**src/include/serial_port_pkg.sv**
```systemverilog
// constants for the serial port control block
// assumes an 8-bit special-function-register bus with page select
package serial_port_pkg;
    // ----------------------------------------
    // register addresses and pages
    // ----------------------------------------
    localparam logic [7:0] ADDR_POWER_CONTROL = 8'h87;
    localparam logic [7:0] ADDR_SERIAL_CONTROL = 8'h98;
    localparam logic [7:0] ADDR_DATA_BUFFER = 8'h99;
    localparam logic [7:0] ADDR_SERIAL_CONFIG = 8'h9C;
    localparam logic [7:0] ADDR_AUX_TIMER = 8'hA3;
    localparam logic [7:0] ADDR_AUX_PIN = 8'hA4;
    localparam logic [7:0] ADDR_NODE_ADDRESS = 8'hA9;
    localparam logic [7:0] ADDR_CTRL_WINDOW = 8'hB9;
    localparam logic [3:0] PAGE_ZERO = 4'h0;
    localparam logic [3:0] PAGE_AUX_PIN_B = 4'h3;
    // ----------------------------------------
    // reset values and read masks
    // ----------------------------------------
    localparam logic [7:0] RESET_ZERO = 8'h00;
    localparam logic [6:0] RESET_CONTROL = 7'h00;
    localparam logic [7:0] RESET_CONFIG = 8'h08;
    localparam logic [7:0] CONFIG_READ_MASK = 8'hDF;
    localparam logic [7:0] CTRL2_READ_MASK = 8'hFC;
    // ----------------------------------------
    // field positions
    // ----------------------------------------
    localparam int PWR_BAUD_DOUBLE = 7;
    localparam int PWR_FE_SELECT = 6;
    localparam int CTL_MODE_MID = 6;
    localparam int CTL_MODE_MULTI = 5;
    localparam int CTL_RX_ENABLE = 4;
    localparam int CTL_TX_NINTH = 3;
    localparam int CTL_RX_NINTH = 2;
    localparam int CTL_TX_DONE = 1;
    localparam int CTL_RX_DONE = 0;
    localparam int CFG_TIMER_SUB = 7;
    localparam int CFG_EXTRA_DOUBLE = 6;
    localparam int CFG_MODE_HIGH = 4;
    localparam int CFG_BIT_ORDER = 3;
    localparam int CFG_TX_IRQ_BLOCK = 2;
    localparam int CFG_TX_IRQ_SHARE = 1;
    localparam int CFG_WINDOW_SEL = 0;
    localparam int CTRL2_FAST_CLOCK = 6;
    // ----------------------------------------
    // modes, high:low:mid
    // ----------------------------------------
    localparam logic [2:0] MODE_SHIFT = 3'h0;
    localparam logic [2:0] MODE_UART8 = 3'h1;
    localparam logic [2:0] MODE_UART9_FIXED = 3'h2;
    localparam logic [2:0] MODE_UART9_VAR = 3'h3;
    localparam logic [2:0] MODE_SPI = 3'h4;
    // ----------------------------------------
    // timing
    // ----------------------------------------
    localparam logic [3:0] SYNC_HALF_SLOW = 4'h6;
    localparam logic [3:0] SYNC_HALF_FAST = 4'h2;
    localparam logic [2:0] SYNC_LAST_BIT = 3'h7;
    localparam logic [3:0] FIXED_SAMPLE_DIV = 4'h8;
    localparam logic [2:0] VAR_OVF_PER_SAMPLE = 3'h4;
    localparam logic [2:0] SAMPLE_LAST = 3'h7;
    localparam logic [2:0] SAMPLE_MID = 3'h3;
    localparam logic [3:0] FRAME_LAST_8BIT = 4'h9;
    localparam logic [3:0] FRAME_LAST_9BIT = 4'hA;
    localparam logic [3:0] FRAME_NINTH = 4'h9;
    localparam logic [3:0] FRAME_START = 4'h0;
endpackage

```
**src/rtl/serial_port_uart_control.sv**
```systemverilog
// serial port control, status and serial engine
// assumes synchronous pins, one sfr access per cycle, reads one cycle late
// What this block does
// - mode bits pick shift, 8-bit, 9-bit, spi or reserved; sync clock sysclk/12 or /4.
// - fixed 9-bit mode runs at sysclk over 64, 32, 16 or 8.
// - control bit 7 is framing error when select set, else mode bit 0.
// - bad stop bit sets framing error always; only software clears it.
// - in shift and spi modes mode bit 2 sets transmit line idle level.
// - 9-bit with mode bit 2: receive flag needs ninth bit one and address match.
// - 8-bit with mode bit 2: receive flag needs valid stop and address match.
// - fast-clock bit with mode bit 2 selects baud generator clock in timer mode.
// - reception only accepted while receive enable is set.
// - in shift and spi modes tx ninth bit picks receive sampling edge.
// - 9-bit sends and captures ninth bit; 8-bit unfiltered captures stop bit.
// - transmit flag at end of 8th bit sync, start of stop otherwise.
// - receive flag at end of 8th bit sync, mid stop otherwise, filtered.
// - one buffer address: write sends, read returns last received byte.
// - given address compares node address under the mask.
// - broadcast address is node address or mask, zeros don't care.
// - baud double doubles rate in 8-bit and 9-bit uart modes.
// - extra double doubles the variable uart rates once more and quadruples the fixed 9-bit rate.
// - timer substitute swaps timer 1 overflow for second port overflow.
// - bit order: 0 msb first, 1 lsb first; timer mode width select.
// - block bit keeps tx flag off port irq; share bit routes it to system irq.
// - window select maps 0xB9 to mask or second control register.
`timescale 1ns/1ps
module serial_port_uart_control (
    input wire logic i_clk,
    input wire logic i_reset,
    input wire logic [7:0] i_sfr_addr,
    input wire logic [3:0] i_sfr_page,
    input wire logic i_sfr_wr,
    input wire logic i_sfr_rd,
    input wire logic [7:0] i_sfr_wdata,
    output logic [7:0] o_sfr_rdata,
    input wire logic i_rx,
    output logic o_tx,
    output logic o_data_out,
    output logic o_data_oe,
    input wire logic i_timer1_overflow,
    input wire logic i_uart1_brg_overflow,
    input wire logic i_timer_mode,
    output logic [1:0] o_brg_clk_select,
    output logic o_brg_wide_timer,
    output logic o_port_irq,
    output logic o_sysflag_irq
);
    typedef enum logic {SY_IDLE, SY_RUN} sync_state_t;
    typedef enum logic {TX_IDLE, TX_RUN} tx_state_t;
    typedef enum logic {RX_IDLE, RX_RUN} rx_state_t;

    logic [7:0] pcon_reg, cfg_reg, auxt_reg, auxa_reg, auxb_reg;
    logic [7:0] node_address_reg, node_address_mask_reg, ctrl2_reg, rxbuf_reg;
    logic [6:0] scon_reg, scon_next;
    logic mode_sel_low_reg, fe_reg;
    // ----------------------------------------
    // address decode
    // ----------------------------------------
    wire page0 = i_sfr_page == serial_port_pkg::PAGE_ZERO;
    wire hit_pcon = i_sfr_addr == serial_port_pkg::ADDR_POWER_CONTROL;
    wire hit_scon = page0 && i_sfr_addr == serial_port_pkg::ADDR_SERIAL_CONTROL;
    wire hit_buf = page0 && i_sfr_addr == serial_port_pkg::ADDR_DATA_BUFFER;
    wire hit_cfg = page0 && i_sfr_addr == serial_port_pkg::ADDR_SERIAL_CONFIG;
    wire hit_auxt = i_sfr_addr == serial_port_pkg::ADDR_AUX_TIMER;
    wire hit_pin = i_sfr_addr == serial_port_pkg::ADDR_AUX_PIN;
    wire hit_auxa = hit_pin && page0;
    wire hit_auxb = hit_pin && i_sfr_page == serial_port_pkg::PAGE_AUX_PIN_B;
    wire hit_node_address = i_sfr_addr == serial_port_pkg::ADDR_NODE_ADDRESS;
    wire hit_win = i_sfr_addr == serial_port_pkg::ADDR_CTRL_WINDOW;
    wire win_ctrl2 = cfg_reg[serial_port_pkg::CFG_WINDOW_SEL];
    wire wr_scon = i_sfr_wr && hit_scon;
    wire wr_buf = i_sfr_wr && hit_buf;
    wire wr_node_address_mask = i_sfr_wr && hit_win && !win_ctrl2;
    wire wr_ctrl2 = i_sfr_wr && hit_win && win_ctrl2;
    // ----------------------------------------
    // mode and option decode
    // ----------------------------------------
    wire fe_sel = pcon_reg[serial_port_pkg::PWR_FE_SELECT];
    wire dbl1 = pcon_reg[serial_port_pkg::PWR_BAUD_DOUBLE];
    wire dbl2 = cfg_reg[serial_port_pkg::CFG_EXTRA_DOUBLE];
    wire mode_sel_multi = scon_reg[serial_port_pkg::CTL_MODE_MULTI];
    wire ren = scon_reg[serial_port_pkg::CTL_RX_ENABLE];
    wire tb8 = scon_reg[serial_port_pkg::CTL_TX_NINTH];
    wire ti = scon_reg[serial_port_pkg::CTL_TX_DONE];
    wire ri = scon_reg[serial_port_pkg::CTL_RX_DONE];
    wire lsb_first = cfg_reg[serial_port_pkg::CFG_BIT_ORDER];
    wire [2:0] mode = {cfg_reg[serial_port_pkg::CFG_MODE_HIGH], mode_sel_low_reg,
        scon_reg[serial_port_pkg::CTL_MODE_MID]};
    // reserved codes and timer mode keep every engine idle
    wire is_sync = !i_timer_mode && (mode == serial_port_pkg::MODE_SHIFT
        || mode == serial_port_pkg::MODE_SPI);
    wire is_m1 = !i_timer_mode && mode == serial_port_pkg::MODE_UART8;
    wire is_m2 = !i_timer_mode && mode == serial_port_pkg::MODE_UART9_FIXED;
    wire is_9 = is_m2 || (!i_timer_mode && mode == serial_port_pkg::MODE_UART9_VAR);
    wire is_async = is_m1 || is_9;
    wire [7:0] tx_ord = lsb_first ? i_sfr_wdata : {<<{i_sfr_wdata}};
    // ----------------------------------------
    // sample tick, eight per bit
    // ----------------------------------------
    logic [3:0] fix_cnt_reg;
    logic [2:0] ovf_cnt_reg;
    wire [1:0] fix_shift = {dbl2, dbl1};
    wire [3:0] fix_div = serial_port_pkg::FIXED_SAMPLE_DIV >> fix_shift;
    wire fix_tick = fix_cnt_reg >= fix_div - 4'h1;
    // both doublings together are capped at the fastest rate
    wire [1:0] var_shift = (dbl1 && dbl2) ? 2'h2 : {1'b0, dbl1 | dbl2};
    wire [2:0] var_div = serial_port_pkg::VAR_OVF_PER_SAMPLE >> var_shift;
    wire ovf = cfg_reg[serial_port_pkg::CFG_TIMER_SUB]
        ? i_uart1_brg_overflow : i_timer1_overflow;
    wire var_tick = ovf && ovf_cnt_reg >= var_div - 3'h1;
    wire os_tick = is_m2 ? fix_tick : var_tick;
    always_ff @(posedge i_clk) begin
        if (i_reset || fix_tick) begin
            fix_cnt_reg <= 4'h0;
        end else begin
            fix_cnt_reg <= fix_cnt_reg + 4'h1;
        end
        if (i_reset || var_tick) begin
            ovf_cnt_reg <= 3'h0;
        end else if (ovf) begin
            ovf_cnt_reg <= ovf_cnt_reg + 3'h1;
        end
    end
    // ----------------------------------------
    // synchronous shift engine
    // ----------------------------------------
    sync_state_t sy_state_reg;
    logic sy_rx_reg, sy_phase_reg;
    logic [2:0] sy_bit_reg;
    logic [3:0] sy_div_reg;
    logic [7:0] sy_sh_reg;
    wire sy_run = sy_state_reg == SY_RUN;
    wire [3:0] sy_half = dbl1 ? serial_port_pkg::SYNC_HALF_FAST
        : serial_port_pkg::SYNC_HALF_SLOW;
    wire sy_term = sy_run && sy_div_reg == sy_half - 4'h1;
    wire sy_bit_end = sy_term && sy_phase_reg;
    wire sy_done = sy_bit_end && sy_bit_reg == serial_port_pkg::SYNC_LAST_BIT;
    wire sy_start_tx = is_sync && !sy_run && wr_buf;
    wire sy_start_rx = is_sync && !sy_run && !wr_buf && ren && !ri;
    wire sy_lead = sy_rx_reg && tb8 && sy_bit_end && !sy_done;
    wire sy_trail = sy_rx_reg && !tb8 && sy_term && !sy_phase_reg;
    wire idle_lvl = !mode_sel_multi;
    wire sy_clk = (sy_run && !sy_phase_reg) ? !idle_lvl : idle_lvl;
    always_ff @(posedge i_clk) begin
        if (i_reset || !is_sync || sy_done) begin
            sy_state_reg <= SY_IDLE;
        end else if (sy_start_tx || sy_start_rx) begin
            sy_state_reg <= SY_RUN;
        end
        if (sy_start_tx || sy_start_rx) begin
            sy_rx_reg <= !sy_start_tx;
            sy_phase_reg <= 1'b0;
            sy_bit_reg <= 3'h0;
            sy_div_reg <= 4'h0;
            // leading-edge sampling takes its first bit as the clock starts
            sy_sh_reg <= sy_start_tx ? tx_ord : {tb8 & i_rx, 7'h00};
        end else if (sy_run) begin
            sy_div_reg <= sy_term ? 4'h0 : sy_div_reg + 4'h1;
            if (sy_term) begin
                sy_phase_reg <= !sy_phase_reg;
            end
            if (sy_bit_end) begin
                sy_bit_reg <= sy_bit_reg + 3'h1;
            end
            if (sy_lead || sy_trail || (!sy_rx_reg && sy_bit_end)) begin
                sy_sh_reg <= {i_rx, sy_sh_reg[7:1]};
            end
        end
    end
    // ----------------------------------------
    // asynchronous transmitter
    // ----------------------------------------
    tx_state_t tx_state_reg;
    logic [2:0] tx_os_reg;
    logic [3:0] tx_idx_reg;
    logic [9:0] tx_sh_reg;
    logic tx_line_reg;
    wire tx_run = tx_state_reg == TX_RUN;
    wire [3:0] frame_last = is_9 ? serial_port_pkg::FRAME_LAST_9BIT
        : serial_port_pkg::FRAME_LAST_8BIT;
    wire tx_start = is_async && !tx_run && wr_buf;
    wire tx_bit_end = tx_run && os_tick && tx_os_reg == serial_port_pkg::SAMPLE_LAST;
    wire tx_finish = tx_bit_end && tx_idx_reg == frame_last;
    wire tx_at_stop = tx_bit_end && tx_idx_reg + 4'h1 == frame_last;
    always_ff @(posedge i_clk) begin
        if (i_reset || !is_async || tx_finish) begin
            tx_state_reg <= TX_IDLE;
            tx_line_reg <= 1'b1;
        end else if (tx_start) begin
            tx_state_reg <= TX_RUN;
            tx_line_reg <= 1'b0;
            tx_os_reg <= 3'h0;
            tx_idx_reg <= serial_port_pkg::FRAME_START;
            tx_sh_reg <= {1'b1, is_9 ? tb8 : 1'b1, tx_ord};
        end else if (tx_run && os_tick) begin
            tx_os_reg <= tx_os_reg + 3'h1;
            if (tx_bit_end) begin
                tx_idx_reg <= tx_idx_reg + 4'h1;
                tx_line_reg <= tx_sh_reg[0];
                tx_sh_reg <= {1'b1, tx_sh_reg[9:1]};
            end
        end
    end
    // ----------------------------------------
    // asynchronous receiver
    // ----------------------------------------
    rx_state_t rx_state_reg;
    logic rx_prev_reg, rx_ninth_reg;
    logic [2:0] rx_os_reg;
    logic [3:0] rx_idx_reg;
    logic [7:0] rx_sh_reg;
    wire rx_run = rx_state_reg == RX_RUN;
    wire rx_start = is_async && !rx_run && ren && rx_prev_reg && !i_rx;
    wire rx_mid = rx_run && os_tick && rx_os_reg == serial_port_pkg::SAMPLE_MID;
    wire rx_false = rx_mid && rx_idx_reg == serial_port_pkg::FRAME_START && i_rx;
    wire rx_finish = rx_mid && rx_idx_reg == frame_last;
    wire rx_data_bit = rx_idx_reg != serial_port_pkg::FRAME_START
        && rx_idx_reg < serial_port_pkg::FRAME_NINTH;
    always_ff @(posedge i_clk) begin
        if (i_reset) begin
            rx_prev_reg <= 1'b1;
        end else begin
            rx_prev_reg <= i_rx;
        end
        if (i_reset || !is_async || rx_false || rx_finish) begin
            rx_state_reg <= RX_IDLE;
        end else if (rx_start) begin
            rx_state_reg <= RX_RUN;
            rx_os_reg <= 3'h0;
            rx_idx_reg <= serial_port_pkg::FRAME_START;
        end else if (rx_run && os_tick) begin
            rx_os_reg <= rx_os_reg + 3'h1;
            if (rx_mid) begin
                rx_idx_reg <= rx_idx_reg + 4'h1;
                if (rx_data_bit) begin
                    rx_sh_reg <= {i_rx, rx_sh_reg[7:1]};
                end
                if (rx_idx_reg == serial_port_pkg::FRAME_NINTH) begin
                    rx_ninth_reg <= i_rx;
                end
            end
        end
    end
    // ----------------------------------------
    // address filter and flag events
    // ----------------------------------------
    wire [7:0] sy_byte = lsb_first ? sy_sh_reg : {<<{sy_sh_reg}};
    wire [7:0] as_byte = lsb_first ? rx_sh_reg : {<<{rx_sh_reg}};
    wire [7:0] bcast_addr = node_address_reg | node_address_mask_reg;
    wire given_hit = ((as_byte ^ node_address_reg) & node_address_mask_reg) == 8'h00;
    wire bcast_hit = (as_byte & bcast_addr) == bcast_addr;
    wire addr_hit = given_hit || bcast_hit;
    wire stop_ok = i_rx;
    wire filter_ok = !mode_sel_multi || (addr_hit && (is_9 ? rx_ninth_reg : stop_ok));
    // a byte that arrives while the flag is still up is dropped
    wire as_accept = rx_finish && !ri && filter_ok;
    wire sy_rx_done = sy_done && sy_rx_reg;
    wire ti_set = tx_at_stop || (sy_done && !sy_rx_reg);
    wire ri_set = as_accept || sy_rx_done;
    wire fe_set = rx_finish && !stop_ok;
    wire rb8_load = as_accept && (is_9 || !mode_sel_multi);
    wire rb8_val = is_9 ? rx_ninth_reg : stop_ok;
    always_comb begin
        scon_next = scon_reg;
        if (wr_scon) begin
            scon_next = i_sfr_wdata[6:0];
        end
        if (rb8_load) begin
            scon_next[serial_port_pkg::CTL_RX_NINTH] = rb8_val;
        end
        if (ti_set) begin
            scon_next[serial_port_pkg::CTL_TX_DONE] = 1'b1;
        end
        if (ri_set) begin
            scon_next[serial_port_pkg::CTL_RX_DONE] = 1'b1;
        end
    end
    // ----------------------------------------
    // register file
    // ----------------------------------------
    always_ff @(posedge i_clk) begin
        if (i_reset) begin
            pcon_reg <= serial_port_pkg::RESET_ZERO;
            scon_reg <= serial_port_pkg::RESET_CONTROL;
            mode_sel_low_reg <= 1'b0;
            fe_reg <= 1'b0;
            cfg_reg <= serial_port_pkg::RESET_CONFIG;
            auxt_reg <= serial_port_pkg::RESET_ZERO;
            auxa_reg <= serial_port_pkg::RESET_ZERO;
            auxb_reg <= serial_port_pkg::RESET_ZERO;
            node_address_reg <= serial_port_pkg::RESET_ZERO;
            node_address_mask_reg <= serial_port_pkg::RESET_ZERO;
            ctrl2_reg <= serial_port_pkg::RESET_ZERO;
        end else begin
            scon_reg <= scon_next;
            if (wr_scon && !fe_sel) begin
                mode_sel_low_reg <= i_sfr_wdata[7];
            end
            if (fe_set) begin
                fe_reg <= 1'b1;
            end else if (wr_scon && fe_sel) begin
                fe_reg <= i_sfr_wdata[7];
            end
            if (i_sfr_wr && hit_pcon) begin
                pcon_reg <= i_sfr_wdata;
            end
            if (i_sfr_wr && hit_cfg) begin
                cfg_reg <= i_sfr_wdata;
            end
            if (i_sfr_wr && hit_auxt) begin
                auxt_reg <= i_sfr_wdata;
            end
            if (i_sfr_wr && hit_auxa) begin
                auxa_reg <= i_sfr_wdata;
            end
            if (i_sfr_wr && hit_auxb) begin
                auxb_reg <= i_sfr_wdata;
            end
            if (i_sfr_wr && hit_node_address) begin
                node_address_reg <= i_sfr_wdata;
            end
            if (wr_node_address_mask) begin
                node_address_mask_reg <= i_sfr_wdata;
            end
            if (wr_ctrl2) begin
                ctrl2_reg <= i_sfr_wdata;
            end
        end
        // data buffer content is left undefined by reset
        if (ri_set) begin
            rxbuf_reg <= sy_rx_done ? sy_byte : as_byte;
        end
    end
    // ----------------------------------------
    // read path and outputs
    // ----------------------------------------
    wire [7:0] win_data = win_ctrl2 ? (ctrl2_reg & serial_port_pkg::CTRL2_READ_MASK)
        : node_address_mask_reg;
    wire [7:0] rd_data = hit_pcon ? pcon_reg
        : hit_scon ? {fe_sel ? fe_reg : mode_sel_low_reg, scon_reg}
        : hit_buf ? rxbuf_reg
        : hit_cfg ? (cfg_reg & serial_port_pkg::CONFIG_READ_MASK)
        : hit_auxt ? auxt_reg
        : hit_auxa ? auxa_reg
        : hit_auxb ? auxb_reg
        : hit_node_address ? node_address_reg
        : hit_win ? win_data
        : 8'h00;
    wire tx_next = is_sync ? sy_clk : (is_async ? tx_line_reg : 1'b1);
    wire port_irq_next = ri || (ti && !cfg_reg[serial_port_pkg::CFG_TX_IRQ_BLOCK]);
    wire sys_irq_next = ti && cfg_reg[serial_port_pkg::CFG_TX_IRQ_SHARE];
    wire [1:0] brg_sel_next = {ctrl2_reg[serial_port_pkg::CTRL2_FAST_CLOCK], mode_sel_multi};
    always_ff @(posedge i_clk) begin
        if (i_reset) begin
            o_sfr_rdata <= 8'h00;
            o_tx <= 1'b1;
            o_data_out <= 1'b1;
            o_data_oe <= 1'b0;
            o_port_irq <= 1'b0;
            o_sysflag_irq <= 1'b0;
            o_brg_clk_select <= 2'h0;
            o_brg_wide_timer <= 1'b0;
        end else begin
            if (i_sfr_rd) begin
                o_sfr_rdata <= rd_data;
            end
            o_tx <= tx_next;
            o_data_out <= sy_run ? sy_sh_reg[0] : 1'b1;
            o_data_oe <= sy_run && !sy_rx_reg;
            o_port_irq <= port_irq_next;
            o_sysflag_irq <= sys_irq_next;
            o_brg_clk_select <= i_timer_mode ? brg_sel_next : 2'h0;
            o_brg_wide_timer <= i_timer_mode && lsb_first;
        end
    end
endmodule

```
**config.mk**
```make
export PLATFORM = sky130hd
export DESIGN_NAME = serial_port_uart_control
export DESIGN_NICKNAME = d
export VERILOG_FILES = /design/src/include/serial_port_pkg.sv /design/src/rtl/serial_port_uart_control.sv
export SDC_FILE = /design/constraint.sdc
export NUM_CORES = 1
export LEC_CHECK = 0
export ABC_AREA = 1
export ABC_CLOCK_PERIOD_IN_PS = 8300
export CAP_MARGIN = 20
export CORE_ASPECT_RATIO = 0.5
export CORE_MARGIN = 2
export CORE_UTILIZATION = 35
export CTS_BUF_LIST = sky130_fd_sc_hd__clkbuf_4 sky130_fd_sc_hd__clkbuf_8
export CTS_CLUSTER_DIAMETER = 40
export DETAILED_ROUTE_END_ITERATION = 10
export DONT_BUFFER_PORTS = 1
export SKIP_LAST_GASP = 1
export SYNTH_ARGS = -nofsm -noshare
export SYNTH_HDL_FRONTEND = slang
export SYNTH_SLANG_ARGS = --single-unit
export TNS_END_PERCENT = 5
```
**constraint.sdc**
```tcl
create_clock -name i_clk -period 8.3 [get_ports i_clk]
set_input_delay 0.415 -clock i_clk [delete_from_list [all_inputs] [get_ports i_clk]]
set_output_delay 0.415 -clock i_clk [all_outputs]
set_load 0.005 [all_outputs]
```
; After elaboration in Yosys (flattened, before gate mapping)
; Cells that the tools add are included.
[word_totals]
register_bits = 159
out_inout_bits = 16
wordCells = 272
inputBits = 28
[classes]
n_addsub = 11
n_eq_ne = 22
n_bitwise = 11
shifts = 2
reduce_logical = 132
mux = 48
order_cmp = 3
[op_table]
columns = operator, n
row1 = $mux W8, 18
row2 = $logic_and A1 B1 Y1, 67
row3 = $eq A8 B8 Y1 const B, 8
row4 = $logic_or A1 B1 Y1, 20
row5 = $mux W10, 2
row6 = $mux W4, 5
row7 = $reduce_bool A2 Y1, 10
row8 = $logic_not A1 Y1, 18
row9 = $add A4 B1 Y4 const B, 4
row10 = $and A8 B8 Y8, 2
row11 = $eq A4 B4 Y1, 4
row12 = $mux W1, 16
row13 = $add A3 B1 Y3 const B, 4
row14 = $mux W3, 4
row15 = $reduce_and A2 Y1, 6
row16 = $reduce_and A5 Y1, 2
row17 = $eq A3 B2 Y1 const B, 3
row18 = $eq A3 B3 Y1 const B, 3
row19 = $mux W9, 1
row20 = $eq A8 B8 Y1, 1
row21 = $logic_not A4 Y1, 2
row22 = $logic_not A8 Y1, 1
row23 = $or A8 B8 Y8, 1
row24 = $xor A8 B8 Y8, 1
row25 = 19 further kinds, 26

; Logic depth before layout (Yosys ltp)
; Gate-level depths: netlist of the first run.
[logic_depth]
word_depth = 15
depth_mapped = 16
depth_no_buf = 16

; Worst setup path after synthesis of the first run
; OpenSTA, ideal clock, no wires.
[synth_timing]
path_kind = register -> register
startpoint = register pcon_reg[7]
endpoint = register tx_idx_reg[0], enable pin
setup_slack_ns = 5.499
path_stages_with_launch = 13
arrival_time_ns = 2.419
required_time_ns = 7.918
path_cell_list = dfxtp_1 -> inv_1 -> ha_1 -> nand2_1 -> ha_1 -> nand2_1 -> o211ai_1 -> nand3_1 -> nand2_1 -> nand2_1 -> o21ai_0 -> inv_1 -> nor2_1
[synth_via]
elab_chain_cells = 13
word_cells_on_any_way = 19
classes_between = 2 x add/sub / 2 x order compare / 2 x shift / 2 x mux / 2 x bitwise / 9 x reduce/logical
[synth_lines]
columns = element, line
row1 = from (decl), serial_port_uart_control.sv:52  ; logic [7:0] pcon_reg, cfg_reg, auxt_reg, auxa_reg, auxb_reg;
row2 = from (signal assigned), serial_port_uart_control.sv:283  ; pcon_reg <= serial_port_pkg::RESET_ZERO;
row3 = from (signal assigned), serial_port_uart_control.sv:305  ; pcon_reg <= i_sfr_wdata;
row4 = $or A1 B1 Y1 or $logic_and A1 B1 Y1 (tied branches), serial_port_uart_control.sv:106  ; wire [1:0] var_shift = (dbl1 && dbl2) ? 2'h2 : {1'b0, dbl1 | dbl2};
row5 = $mux W2, serial_port_uart_control.sv:106
row6 = $shr A3 B2 Y3, serial_port_uart_control.sv:107  ; wire [2:0] var_div = serial_port_pkg::VAR_OVF_PER_SAMPLE >> var_shift;
row7 = $sub A3 B1 Y3, serial_port_uart_control.sv:110  ; wire var_tick = ovf && ovf_cnt_reg >= var_div - 3'h1;
row8 = $ge A3 B3 Y1, serial_port_uart_control.sv:110
row9 = $logic_and A1 B1 Y1, serial_port_uart_control.sv:110
row10 = $mux W1 (*), serial_port_uart_control.sv:111  ; wire os_tick = is_m2 ? fix_tick : var_tick;
row11 = $logic_and A1 B1 Y1 (*), "serial_port_uart_control.sv:182, serial_port_uart_control.sv:195"
row12 = $logic_and A1 B1 Y1, serial_port_uart_control.sv:182  ; wire tx_bit_end = tx_run && os_tick && tx_os_reg == serial_port_pkg::SAMPLE_LAST;
row13 = $logic_and A1 B1 Y1, serial_port_uart_control.sv:183  ; wire tx_finish = tx_bit_end && tx_idx_reg == frame_last;
row14 = $logic_or A1 B1 Y1, serial_port_uart_control.sv:186  ; if (i_reset || !is_async || tx_finish) begin
row15 = $not A1 Y1 (no source line), n/a
row16 = $reduce_and A3 Y1 (no source line) (*), n/a
row17 = to (signal assigned), serial_port_uart_control.sv:193  ; tx_idx_reg <= serial_port_pkg::FRAME_START;
row18 = to (signal assigned), serial_port_uart_control.sv:198  ; tx_idx_reg <= tx_idx_reg + 4'h1;
row19 = to (decl), serial_port_uart_control.sv:175  ; logic [3:0] tx_idx_reg;
; Every way passes the cells marked *; elsewhere a longest branch is shown, timed or not.
; A chain may end at the register's enable or synchronous reset.

; Worst setup path after layout of the first run
; Ends and elaborated chain as after synthesis.

==> run summary, run 1 <==
Status: finished clean
XOR/XNOR share of the synthesized area: 0.0109
Die H: 111 µm
Placed Cells: 1,317
Seq/Total Area, Yosys: 0.449
Reg2Reg Launch Point: pcon_reg[7]
Die area: 24,200 µm²
Antenna cells: 0
Clk buf depth: 2
Via count of the first global-routing pass: 6,298
Synth top area share: 0.265
Compound-gate portion of the synthesized area: 0.157
Post-DP HPWL: 16,300 µm
Fin util: 0.383
Post-synthesis async set-or-reset flop share: 0
Final Hold Fails: 0
Largest net degree at the start of global routing: 61
H-tree depth: 4
Synth Instances: 1,047
DR WL/cell: 16.2 µm
Power per Cell Area: 168 nW/µm²
Clk root buf: clkbuf_8
Period Utilization, post-route: 0.403
Grt total ovfl: 0
GR Util met3: 0.0483
Routed WL: 21,900 µm
Worst slew margin: 0.356
Largest cells by area after synthesis: dfxtp_1 (26%), edfxtp_1 (18%), nand2_1 (11%)
Final Net Count: 1,085
Chip Width: 218 µm
Final instance area: 8670 µm²
RSZ-0062 raised after global routing: no
Area Overhead vs Synth: 8.26%
Fin Setup TNS: 0 ns
Pre-CTS setup slack: 4.98 ns
Worst min path class: in2reg
VDD IR-drop max: 0.0000863 V
Reg2Reg Setup Slack: 4.95 ns
Hold_ws: 0.0668 ns
Post-synth top flop: dfxtp_1
Average cell area after synthesis: 7.65 µm²
Largest family of logic cells by synthesized area: simple AND/OR/NAND/NOR gates
Critical Path Start: pcon_reg[7]
Final Max Tran Viols: 0
Initial antenna violation count: 0
Synth Net Count: 1,099
#FFs+latches synth: 155
F_max: 0.299 GHz
CP Capture Type: flip-flop
Core area: 22,600 µm²
Final Power: 1.46 mW
Cell Area, Placed: 8210 µm²
DRC violations left: 0
Final ANT Viol Nets: 0
Layout cells sized above 1: 0.0717
Gp weighted congestion: 0.936
Mux share of post-synthesis cell area: 0.00125
Most Crowded Layer GR: met2
Setup crit start kind: flip-flop
First-pass GRT wire length: 34,800 µm
Final worst path period need: 3.35 ns
Met1 Use GR: 0.264
Most frequent cell after synthesis: nand2_1
Clk_lat worst skew: 0.47 ns
WP data required: 8.37 ns
Pre-Repair DR Iteration Count: 5
Synthesized area: 8010 µm²
Final Skew: 0.0219 ns
Max reg flops: 9
Clock sink count: 155
1st-iter DRT viols: 638
Count of cell types in the netlist: 48
Number of synthesized flops with an enable pin: 49
Fin cells: 1,353
Most common library cells after synthesis: nand2_1 (231), inv_1 (133), o21ai_0 (114)
DR vias/cell: 5.03
Synth Area in Adders: 0.0375
Port bufs: 0
Final setup margin: 4.95 ns
CTS tree: built
Final setup fails: 0
Starting Density: 0.354
Static Leak: 3.48 nW
Clk pin slew, worst setup/hold paths: 0.09 ns
Crit path DAT: 3.42 ns
Area leader, netlist: dfxtp_1
Via Count: 6,799
Ys Warns: 0
GRT Total Usage: 0.188
Worst slew pin tran: 0.963 ns
Min-delay src: i_reset
Row cnt: 39
Met2 Use GR: 0.282
CP Class: reg2reg
Crit path max fanout: 13
Simple-gate share of the synthesized area: 0.250
Num CTS Buffers: 17
Max Cap Viol: 0
# IOs: 44
[critical path, cell delays in order (launching register included)]
cell	delay, ns
dfxtp_1	0.40
inv_1	0.12
ha_1	0.29
nand2_1	0.06
ha_1	0.32
nand2_1	0.06
o211ai_1	0.20
nand3_1	0.09
nand2_1	0.19
nand2_1	0.12
o21ai_0	0.28
inv_1	0.07
nor2_1	0.75
[cells in the final DEF (no fill, tap or decap), drive strengths merged, types with 2 or more instances in the layout]
cell	n
nand3	83
o211ai	11
a211oi	2
o21ai	118
xor2	5
nor3	15
buf	3
clkinv	9
dfxtp	106
ha	24
edfxtp	49
nor4	4
nand4	19
nand3b	4
nor2	67
clkbuf	20
inv	148
nand2	238
a22o	3
dlygate4sd3	3
o22ai	3
a21oi	94
xnor2	5
bufinv	3
[final cells by class]
type	instances	area (µm²)
inverters	148	557
flip-flops and latches	155	3590
clock buffers	20	263
repair buffers	6	50.0
multi-input cells	705	3660
clock inverters	12	160
well taps	307	384
fillers	2363	14000
[final timing paths]
| path | to | cells after the start |
|---|---|---|
| max | tx_idx_reg[0] | 12 |
| min | o_data_oe | 1 |
| max reg2reg | tx_idx_reg[0] | 12 |
| min reg2reg | auxb_reg[7] | 2 |
[layer usage]
| layer | wire [µm] | part of all wire |
|---|---|---|
| met4 | 384 | 0.018 |
| met2 | 9530 | 0.43 |
| met5 | 0 | 0 |
| met3 | 1580 | 0.072 |
| met1 | 10400 | 0.48 |
[power breakdown]
group / internal, mW / total [mW] / switching (mW)
Combinational: 0.0181 / 0.0567 / 0.0385
Clock: 0.316 / 0.613 / 0.297
Sequential: 0.783 / 0.789 / 0.00586
Total: 1.12 / 1.46 / 0.341
[kinds of logic after synthesis]
group / Yosys count
DFF: 155
muxes: 1
AOI/OAI and AO/OA: 238
and+or+nand+nor: 432
adders and majority gates: 24
buffers and inverters: 187
xor gates and xnor gates: 10
[timing repair]
item                      in CTS  in global routing
setup buffers                  0                  0
resized for setup              0                  0
hold buffers                   1                  2
hold endpoints to repair      21                  4
(Power assumes the default switching activity.)
==> inputs of run 2 (changes only) <==
--- a/config.mk
+++ b/config.mk
@@ -6,7 +6,7 @@
 export NUM_CORES = 1
 export LEC_CHECK = 0
 export ABC_AREA = 1
-export ABC_CLOCK_PERIOD_IN_PS = 8300
+export ABC_CLOCK_PERIOD_IN_PS = 2700
 export CAP_MARGIN = 20
 export CORE_ASPECT_RATIO = 0.5
 export CORE_MARGIN = 2
==> constraint.sdc (replaced) <==
create_clock -name i_clk -period 2.7 [get_ports i_clk]
set_input_delay 0.135 -clock i_clk [delete_from_list [all_inputs] [get_ports i_clk]]
set_output_delay 0.135 -clock i_clk [all_outputs]
set_load 0.005 [all_outputs]
==> run summary, run 2 (synthesis gave the netlist of run 1 again) <==
Status: finished clean (unchanged)
F_max: 0.389 GHz (was 0.299 GHz)
Antenna cells: 0 (unchanged)
Final Hold Fails: 0 (unchanged)
Commonest non-fill, non-tap cell in the layout: nand2_1 (unchanged)
WP data required: 2.87 ns (was 8.37 ns)
RSZ-0062 raised after global routing: yes (was no)
Placed Cells: 1,331 (was 1,317)
Routed WL: 23,000 µm (was 21,900 µm)
Die area: 24,200 µm² (unchanged)
Clk pin slew, worst setup/hold paths: 0.08 ns (was 0.09 ns)
Min-delay src: i_sfr_wr (was i_reset)
DRC violations left: 0 (unchanged)
Clk_lat worst skew: 0.46 ns (was 0.47 ns)
Area Overhead vs Synth: 12.8% (was 8.26%)
1st-iter DRT viols: 686 (was 638)
R2R depth: 14 (was 12)
Largest net degree at the start of global routing: 58 (was 61)
Fill count: 2,340 (was 2,363)
Fin cells: 1,383 (was 1,353)
Die H: 111 µm (unchanged)
Critical path buffers and inverters: 4 (was 2)
Worst slew margin: 0.509 (was 0.356)
Clk buf depth: 2 (unchanged)
Slowest CP cell: dfxtp_1 (was nor2_1)
Setup crit start kind: flip-flop (unchanged)
Worst r2r dst: rx_sh_reg[6] (was tx_idx_reg[0])
Grt total ovfl: 0 (unchanged)
First-pass GRT wire length: 36,500 µm (was 34,800 µm)
Clock sink count: 155 (unchanged)
Crit path DAT: 2.74 ns (was 3.42 ns)
Port bufs: 0 (unchanged)
Static Leak: 3.63 nW (was 3.48 nW)
Final setup fails: 0 (unchanged)
Chip Width: 218 µm (unchanged)
Cell Area, Placed: 8330 µm² (was 8210 µm²)
Clk root buf: clkbuf_8 (unchanged)
Reg2Reg Setup Slack: 0.13 ns (was 4.95 ns)
CTS tree: built (unchanged)
Final Max Tran Viols: 0 (unchanged)
Critical Path Max Stage Delay: 0.33 ns (was 0.75 ns)
Post-DP HPWL: 16,500 µm (was 16,300 µm)
Row cnt: 39 (unchanged)
Most frequent cells in the layout: nand2_1 (229), inv_1 (132), o21ai_0 (112) (was nand2_1 (231), inv_1 (133), o21ai_0 (114))
Period Utilization, post-route: 0.952 (was 0.403)
Final ANT Viol Nets: 0 (unchanged)
H-tree depth: 4 (unchanged)
GRT Total Usage: 0.197 (was 0.188)
Gp weighted congestion: 0.898 (was 0.936)
Critical Path Start: cfg_reg[6] (was pcon_reg[7])
Final Power: 4.61 mW (was 1.46 mW)
Num CTS Buffers: 17 (unchanged)
Worst min path class: in2reg (unchanged)
WHS Path Cells: 2 (was 1)
Final instance area: 9030 µm² (was 8670 µm²)
Reg2Reg Launch Point: cfg_reg[6] (was pcon_reg[7])
Cells along the critical path: inv_1, ha_1, nand2_1, ha_4, nand2_1, o211ai_1, nand3_1, nand2_2, nand3_2, buf_4, inv_1, o2111ai_1, nor2_1, buf_4 (was inv_1, ha_1, nand2_1, ha_1, nand2_1, o211ai_1, nand3_1, nand2_1, nand2_1, o21ai_0, inv_1, nor2_1)
Max Cap Viol: 0 (unchanged)
Final worst path period need: 2.57 ns (was 3.35 ns)
DR vias/cell: 5.11 (was 5.03)
Starting Density: 0.354 (unchanged)
Initial antenna violation count: 3 (was 0)
CP top delay family: simple AND/OR/NAND/NOR gates (unchanged)
Hold endpoint: scon_reg[5] (was o_data_oe)
VDD IR-drop max: 0.000288 V (was 0.0000863 V)
Pre-Repair DR Iteration Count: 5 (unchanged)
CP Capture Type: flip-flop (unchanged)
CP Class: reg2reg (unchanged)
Max reg flops: 9 (unchanged)
Final Net Count: 1,115 (was 1,085)
Crit path max fanout: 8 (was 13)
Worst slew pin tran: 0.729 ns (was 0.963 ns)
Post-CTS Repair Setup Buffers: 0 (unchanged)
# IOs: 44 (unchanged)
Via count of the first global-routing pass: 6,397 (was 6,298)
Layout cells sized above 1: 0.0901 (was 0.0717)
Core area: 22,600 µm² (unchanged)
DR WL/cell: 16.6 µm (was 16.2 µm)
Via Count: 7,061 (was 6,799)
Final Skew: 0.0116 ns (was 0.0219 ns)
Power per Cell Area: 510 nW/µm² (was 168 nW/µm²)
## run 2: cell type report
class | instances | area (µm²) | area share
multi-input combinational | 705 | 3700 | 0.410
sequential | 155 | 3590 | 0.398
inverter | 148 | 557 | 0.0617
tap | 307 | 384 | 0.0425
timing repair buffer | 36 | 350 | 0.0388
clock buffer | 20 | 275 | 0.0305
clock inverter | 12 | 168 | 0.0186
## run 2: repair_timing
item,in CTS,in global routing
hold endpoints to repair,94,0
pin swaps,0,4
setup endpoints to repair,12,41
hold buffers,19,0
gates resized for setup,1,11
## run 2: through the flow
step / worst slack (ns) / setup TNS, ns / util / hold slack (ns)
finish: 0.130 / 0 / 0.399 / 0.0555
global route: -0.0698 / -1.12 / 0.399 / 0.0481
CTS: -0.0585 / -0.434 / 0.396 / 0.00892
detailed placement: -0.0578 / -0.580 / 0.368 / 0.208
global placement: 0.00694 / 0 / 0.368 / 0.208
floorplan: 0.0907 / 0 / - / 0.234
## run 2: power breakdown
group | switching, mW | leakage (nW) | total, mW | internal, mW
sequential | 0.0175 | 1.30 | 2.43 | 2.41
combinational | 0.153 | 2.10 | 0.226 | 0.0727
clock | 0.882 | 0.229 | 1.96 | 1.07
## run 2: worst reg2reg max path: stages, from the launching register on
cell       delay (ns)
dfxtp_1          0.33
inv_1            0.08
ha_1             0.29
nand2_1          0.09
ha_4             0.28
nand2_1          0.05
o211ai_1         0.21
nand3_1          0.12
nand2_2          0.13
nand3_2          0.08
buf_4            0.15
inv_1            0.04
o2111ai_1        0.11
nor2_1           0.14
buf_4            0.18
## run 2: worst max path at each step
stage,to,slack (ns),cells past startpoint
2_1_floorplan,tx_idx_reg[0],0.09,12
3_3_place_gp,rx_idx_reg[2],0.007,16
3_5_place_dp,rx_idx_reg[2],-0.06,16
4_1_cts,rxbuf_reg[3],-0.06,13
5_1_grt,rx_sh_reg[6],-0.07,14
6_report,rx_sh_reg[6],0.13,14
## run 2: per-layer routing
metal  GRT usage  part of all wire  vias to the layer above
met5           0            0.0010                        -
met4      0.0576             0.017                        4
met3      0.0483             0.071                       33
met2       0.286              0.43                      193
met1       0.287              0.48                     3321
li1            -                 -                     3510
==> inputs of run 3 (changes only) <==
--- a/config.mk
+++ b/config.mk
@@ -15,6 +15,7 @@
 export CTS_CLUSTER_DIAMETER = 40
 export DETAILED_ROUTE_END_ITERATION = 10
 export DONT_BUFFER_PORTS = 1
+export REMOVE_ABC_BUFFERS = 1
 export SKIP_LAST_GASP = 1
 export SYNTH_ARGS = -nofsm -noshare
 export SYNTH_HDL_FRONTEND = slang
==> run summary, run 3 (synthesis gave the netlist of run 1 again) <==
WP data required: 2.86 ns (was 2.87 ns)
Worst slew margin: 0.306 (was 0.509)
GRT Total Usage: 0.198 (was 0.197)
Clk root buf: clkbuf_8 (unchanged)
DRC violations left: 0 (unchanged)
Largest net degree at the start of global routing: 60 (was 58)
Via Count: 7,220 (was 7,061)
Die area: 24,200 µm² (unchanged)
Gp weighted congestion: 0.864 (was 0.898)
Pre-CTS setup slack: -0.136 ns (was -0.0578 ns)
Max reg flops: 9 (unchanged)
H-tree depth: 4 (unchanged)
Chip Width: 218 µm (unchanged)
DR WL/cell: 16.9 µm (was 16.6 µm)
CTS tree: built (unchanged)
Most frequent cells in the layout: nand2_1 (225), inv_1 (127), o21ai_0 (112) (was nand2_1 (229), inv_1 (132), o21ai_0 (112))
Crit path max fanout: 8 (unchanged)
Worst slew pin tran: 1.03 ns (was 0.729 ns)
Layout cells sized above 1: 0.115 (was 0.0901)
DR vias/cell: 5.18 (was 5.11)
F_max: 0.381 GHz (was 0.389 GHz)
Critical Path Max Stage Delay: 0.34 ns (was 0.33 ns)
Final Max Tran Viols: 0 (unchanged)
Clk pin slew, worst setup/hold paths: 0.08 ns (about the same)
Post-DP HPWL: 16,800 µm (was 16,500 µm)
Cells along the critical path: inv_2, ha_4, nand2_2, ha_4, nand2_1, o211ai_1, nand3_1, nand2_4, nand3_4, nor2_4, buf_4, nand3_1, nand2_2 (was inv_1, ha_1, nand2_1, ha_4, nand2_1, o211ai_1, nand3_1, nand2_2, nand3_2, buf_4, inv_1, o2111ai_1, nor2_1, buf_4)
Final ANT Viol Nets: 0 (unchanged)
Starting Density: 0.354 (unchanged)
Clock sink count: 155 (unchanged)
Grt total ovfl: 0 (unchanged)
Routed WL: 23,600 µm (was 23,000 µm)
Max Cap Viol: 0 (unchanged)
CP Capture Type: flip-flop (unchanged)
Status: finished clean (unchanged)
Period Utilization, post-route: 0.973 (was 0.952)
Clk_lat worst skew: 0.46 ns (about the same)
Port bufs: 0 (unchanged)
Crit path DAT: 2.79 ns (was 2.74 ns)
Worst min path class: in2reg (unchanged)
Clk buf depth: 2 (unchanged)
Num CTS Buffers: 17 (unchanged)
CP Class: reg2reg (unchanged)
Final setup fails: 0 (unchanged)
Row cnt: 39 (unchanged)
Core area: 22,600 µm² (unchanged)
Post-CTS Repair Setup Buffers: 0 (unchanged)
Fill count: 2,280 (was 2,340)
Die H: 111 µm (unchanged)
Fin cells: 1,393 (was 1,383)
Final Skew: 0.00826 ns (was 0.0116 ns)
# IOs: 44 (unchanged)
Final worst path period need: 2.63 ns (was 2.57 ns)
Power per Cell Area: 469 nW/µm² (was 510 nW/µm²)
Initial antenna violation count: 3 (unchanged)
Setup crit start kind: flip-flop (unchanged)
Pre-Repair DR Iteration Count: 6 (was 5)
Placed Cells: 1,337 (was 1,331)
VDD IR-drop max: 0.000217 V (was 0.000288 V)
Slowest CP cell: dfxtp_2 (was dfxtp_1)
Final Hold Fails: 0 (unchanged)
Final Net Count: 1,123 (was 1,115)
Via count of the first global-routing pass: 6,681 (was 6,397)
Static Leak: 3.64 nW (was 3.63 nW)
Commonest non-fill, non-tap cell in the layout: nand2_1 (unchanged)
Final instance area: 9110 µm² (was 9030 µm²)
Cell Area, Placed: 8360 µm² (was 8330 µm²)
First-pass GRT wire length: 36,600 µm (was 36,500 µm)
Final setup margin: 0.0720 ns (was 0.130 ns)
Area Overhead vs Synth: 13.8% (was 12.8%)
1st-iter DRT viols: 669 (was 686)
==> run 3: final timing paths <==
kind / start / endpoint / slack [ns] / cells after the start
max: cfg_reg[6] / rxbuf_reg[3] / 0.07 / 13
min: i_timer_mode / sy_run / 0.03 / 5
max reg2reg: cfg_reg[6] / rxbuf_reg[3] / 0.07 / 13
min reg2reg: auxa_reg[7] / auxa_reg[7] / 0.45 / 2
==> run 3: routing by layer <==
layer | vias up | global-route usage | share of wire
met5 | - | 0 | 0.00093
met4 | 4 | 0.0626 | 0.024
met3 | 49 | 0.0379 | 0.070
met2 | 236 | 0.314 | 0.45
met1 | 3397 | 0.272 | 0.46
li1 | 3534 | - | -
==> run 3: worst max-delay path: cells and delay by family (launching register included) <==
| kind | cells | cell delay [ns] |
|---|---|---|
| buffers and inverters | 2 | 0.19 |
| AO/OA/AOI/OAI | 1 | 0.23 |
| adder cells (fa/ha/maj) | 2 | 0.54 |
| flip-flops | 1 | 0.34 |
| AND/OR/NAND/NOR | 8 | 1.03 |
==> run 3: layout make-up <==
class	instances	area, µm²	share of cell area
Antenna cell	2	5.00	0.000549
Clock buffer	18	241	0.0265
Clock inverter	14	106	0.0117
Inverter	148	557	0.0611
Multi-Input combinational cell	705	3810	0.418
Sequential cell	155	3600	0.395
Tap cell	307	384	0.0421
Timing Repair Buffer	44	414	0.0454
==> run 3: metrics by stage <==
step / util / TNS (ns) / hold slack [ns] / total power [mW]
5_1_grt: 0.402 / -0.240 / 0.0483 / 4.43
6_report: 0.403 / 0 / 0.0317 / 4.27
3_3_place_gp: 0.369 / -1.28 / 0.206 / 2.64
2_1_floorplan: - / -1.32 / 0.204 / 2.60
3_5_place_dp: 0.369 / -3.26 / 0.208 / 2.65
4_1_cts: 0.395 / -0.119 / 0.0191 / 4.28
==> run 3: where the power goes <==
part | switching [mW] | internal [mW] | leakage [nW]
clock network | 0.893 | 0.722 | 0.173
registers | 0.0167 | 2.41 | 1.30
logic | 0.160 | 0.0759 | 2.17
total | 1.07 | 3.21 | 3.64
==> run 3: repair_timing <==
action / CTS / global route
gates resized for setup: 8 / 38
hold endpoints to repair: 92 / 0
setup endpoints to repair: 31 / 40
pin swaps: 0 / 13
hold buffers: 21 / 0
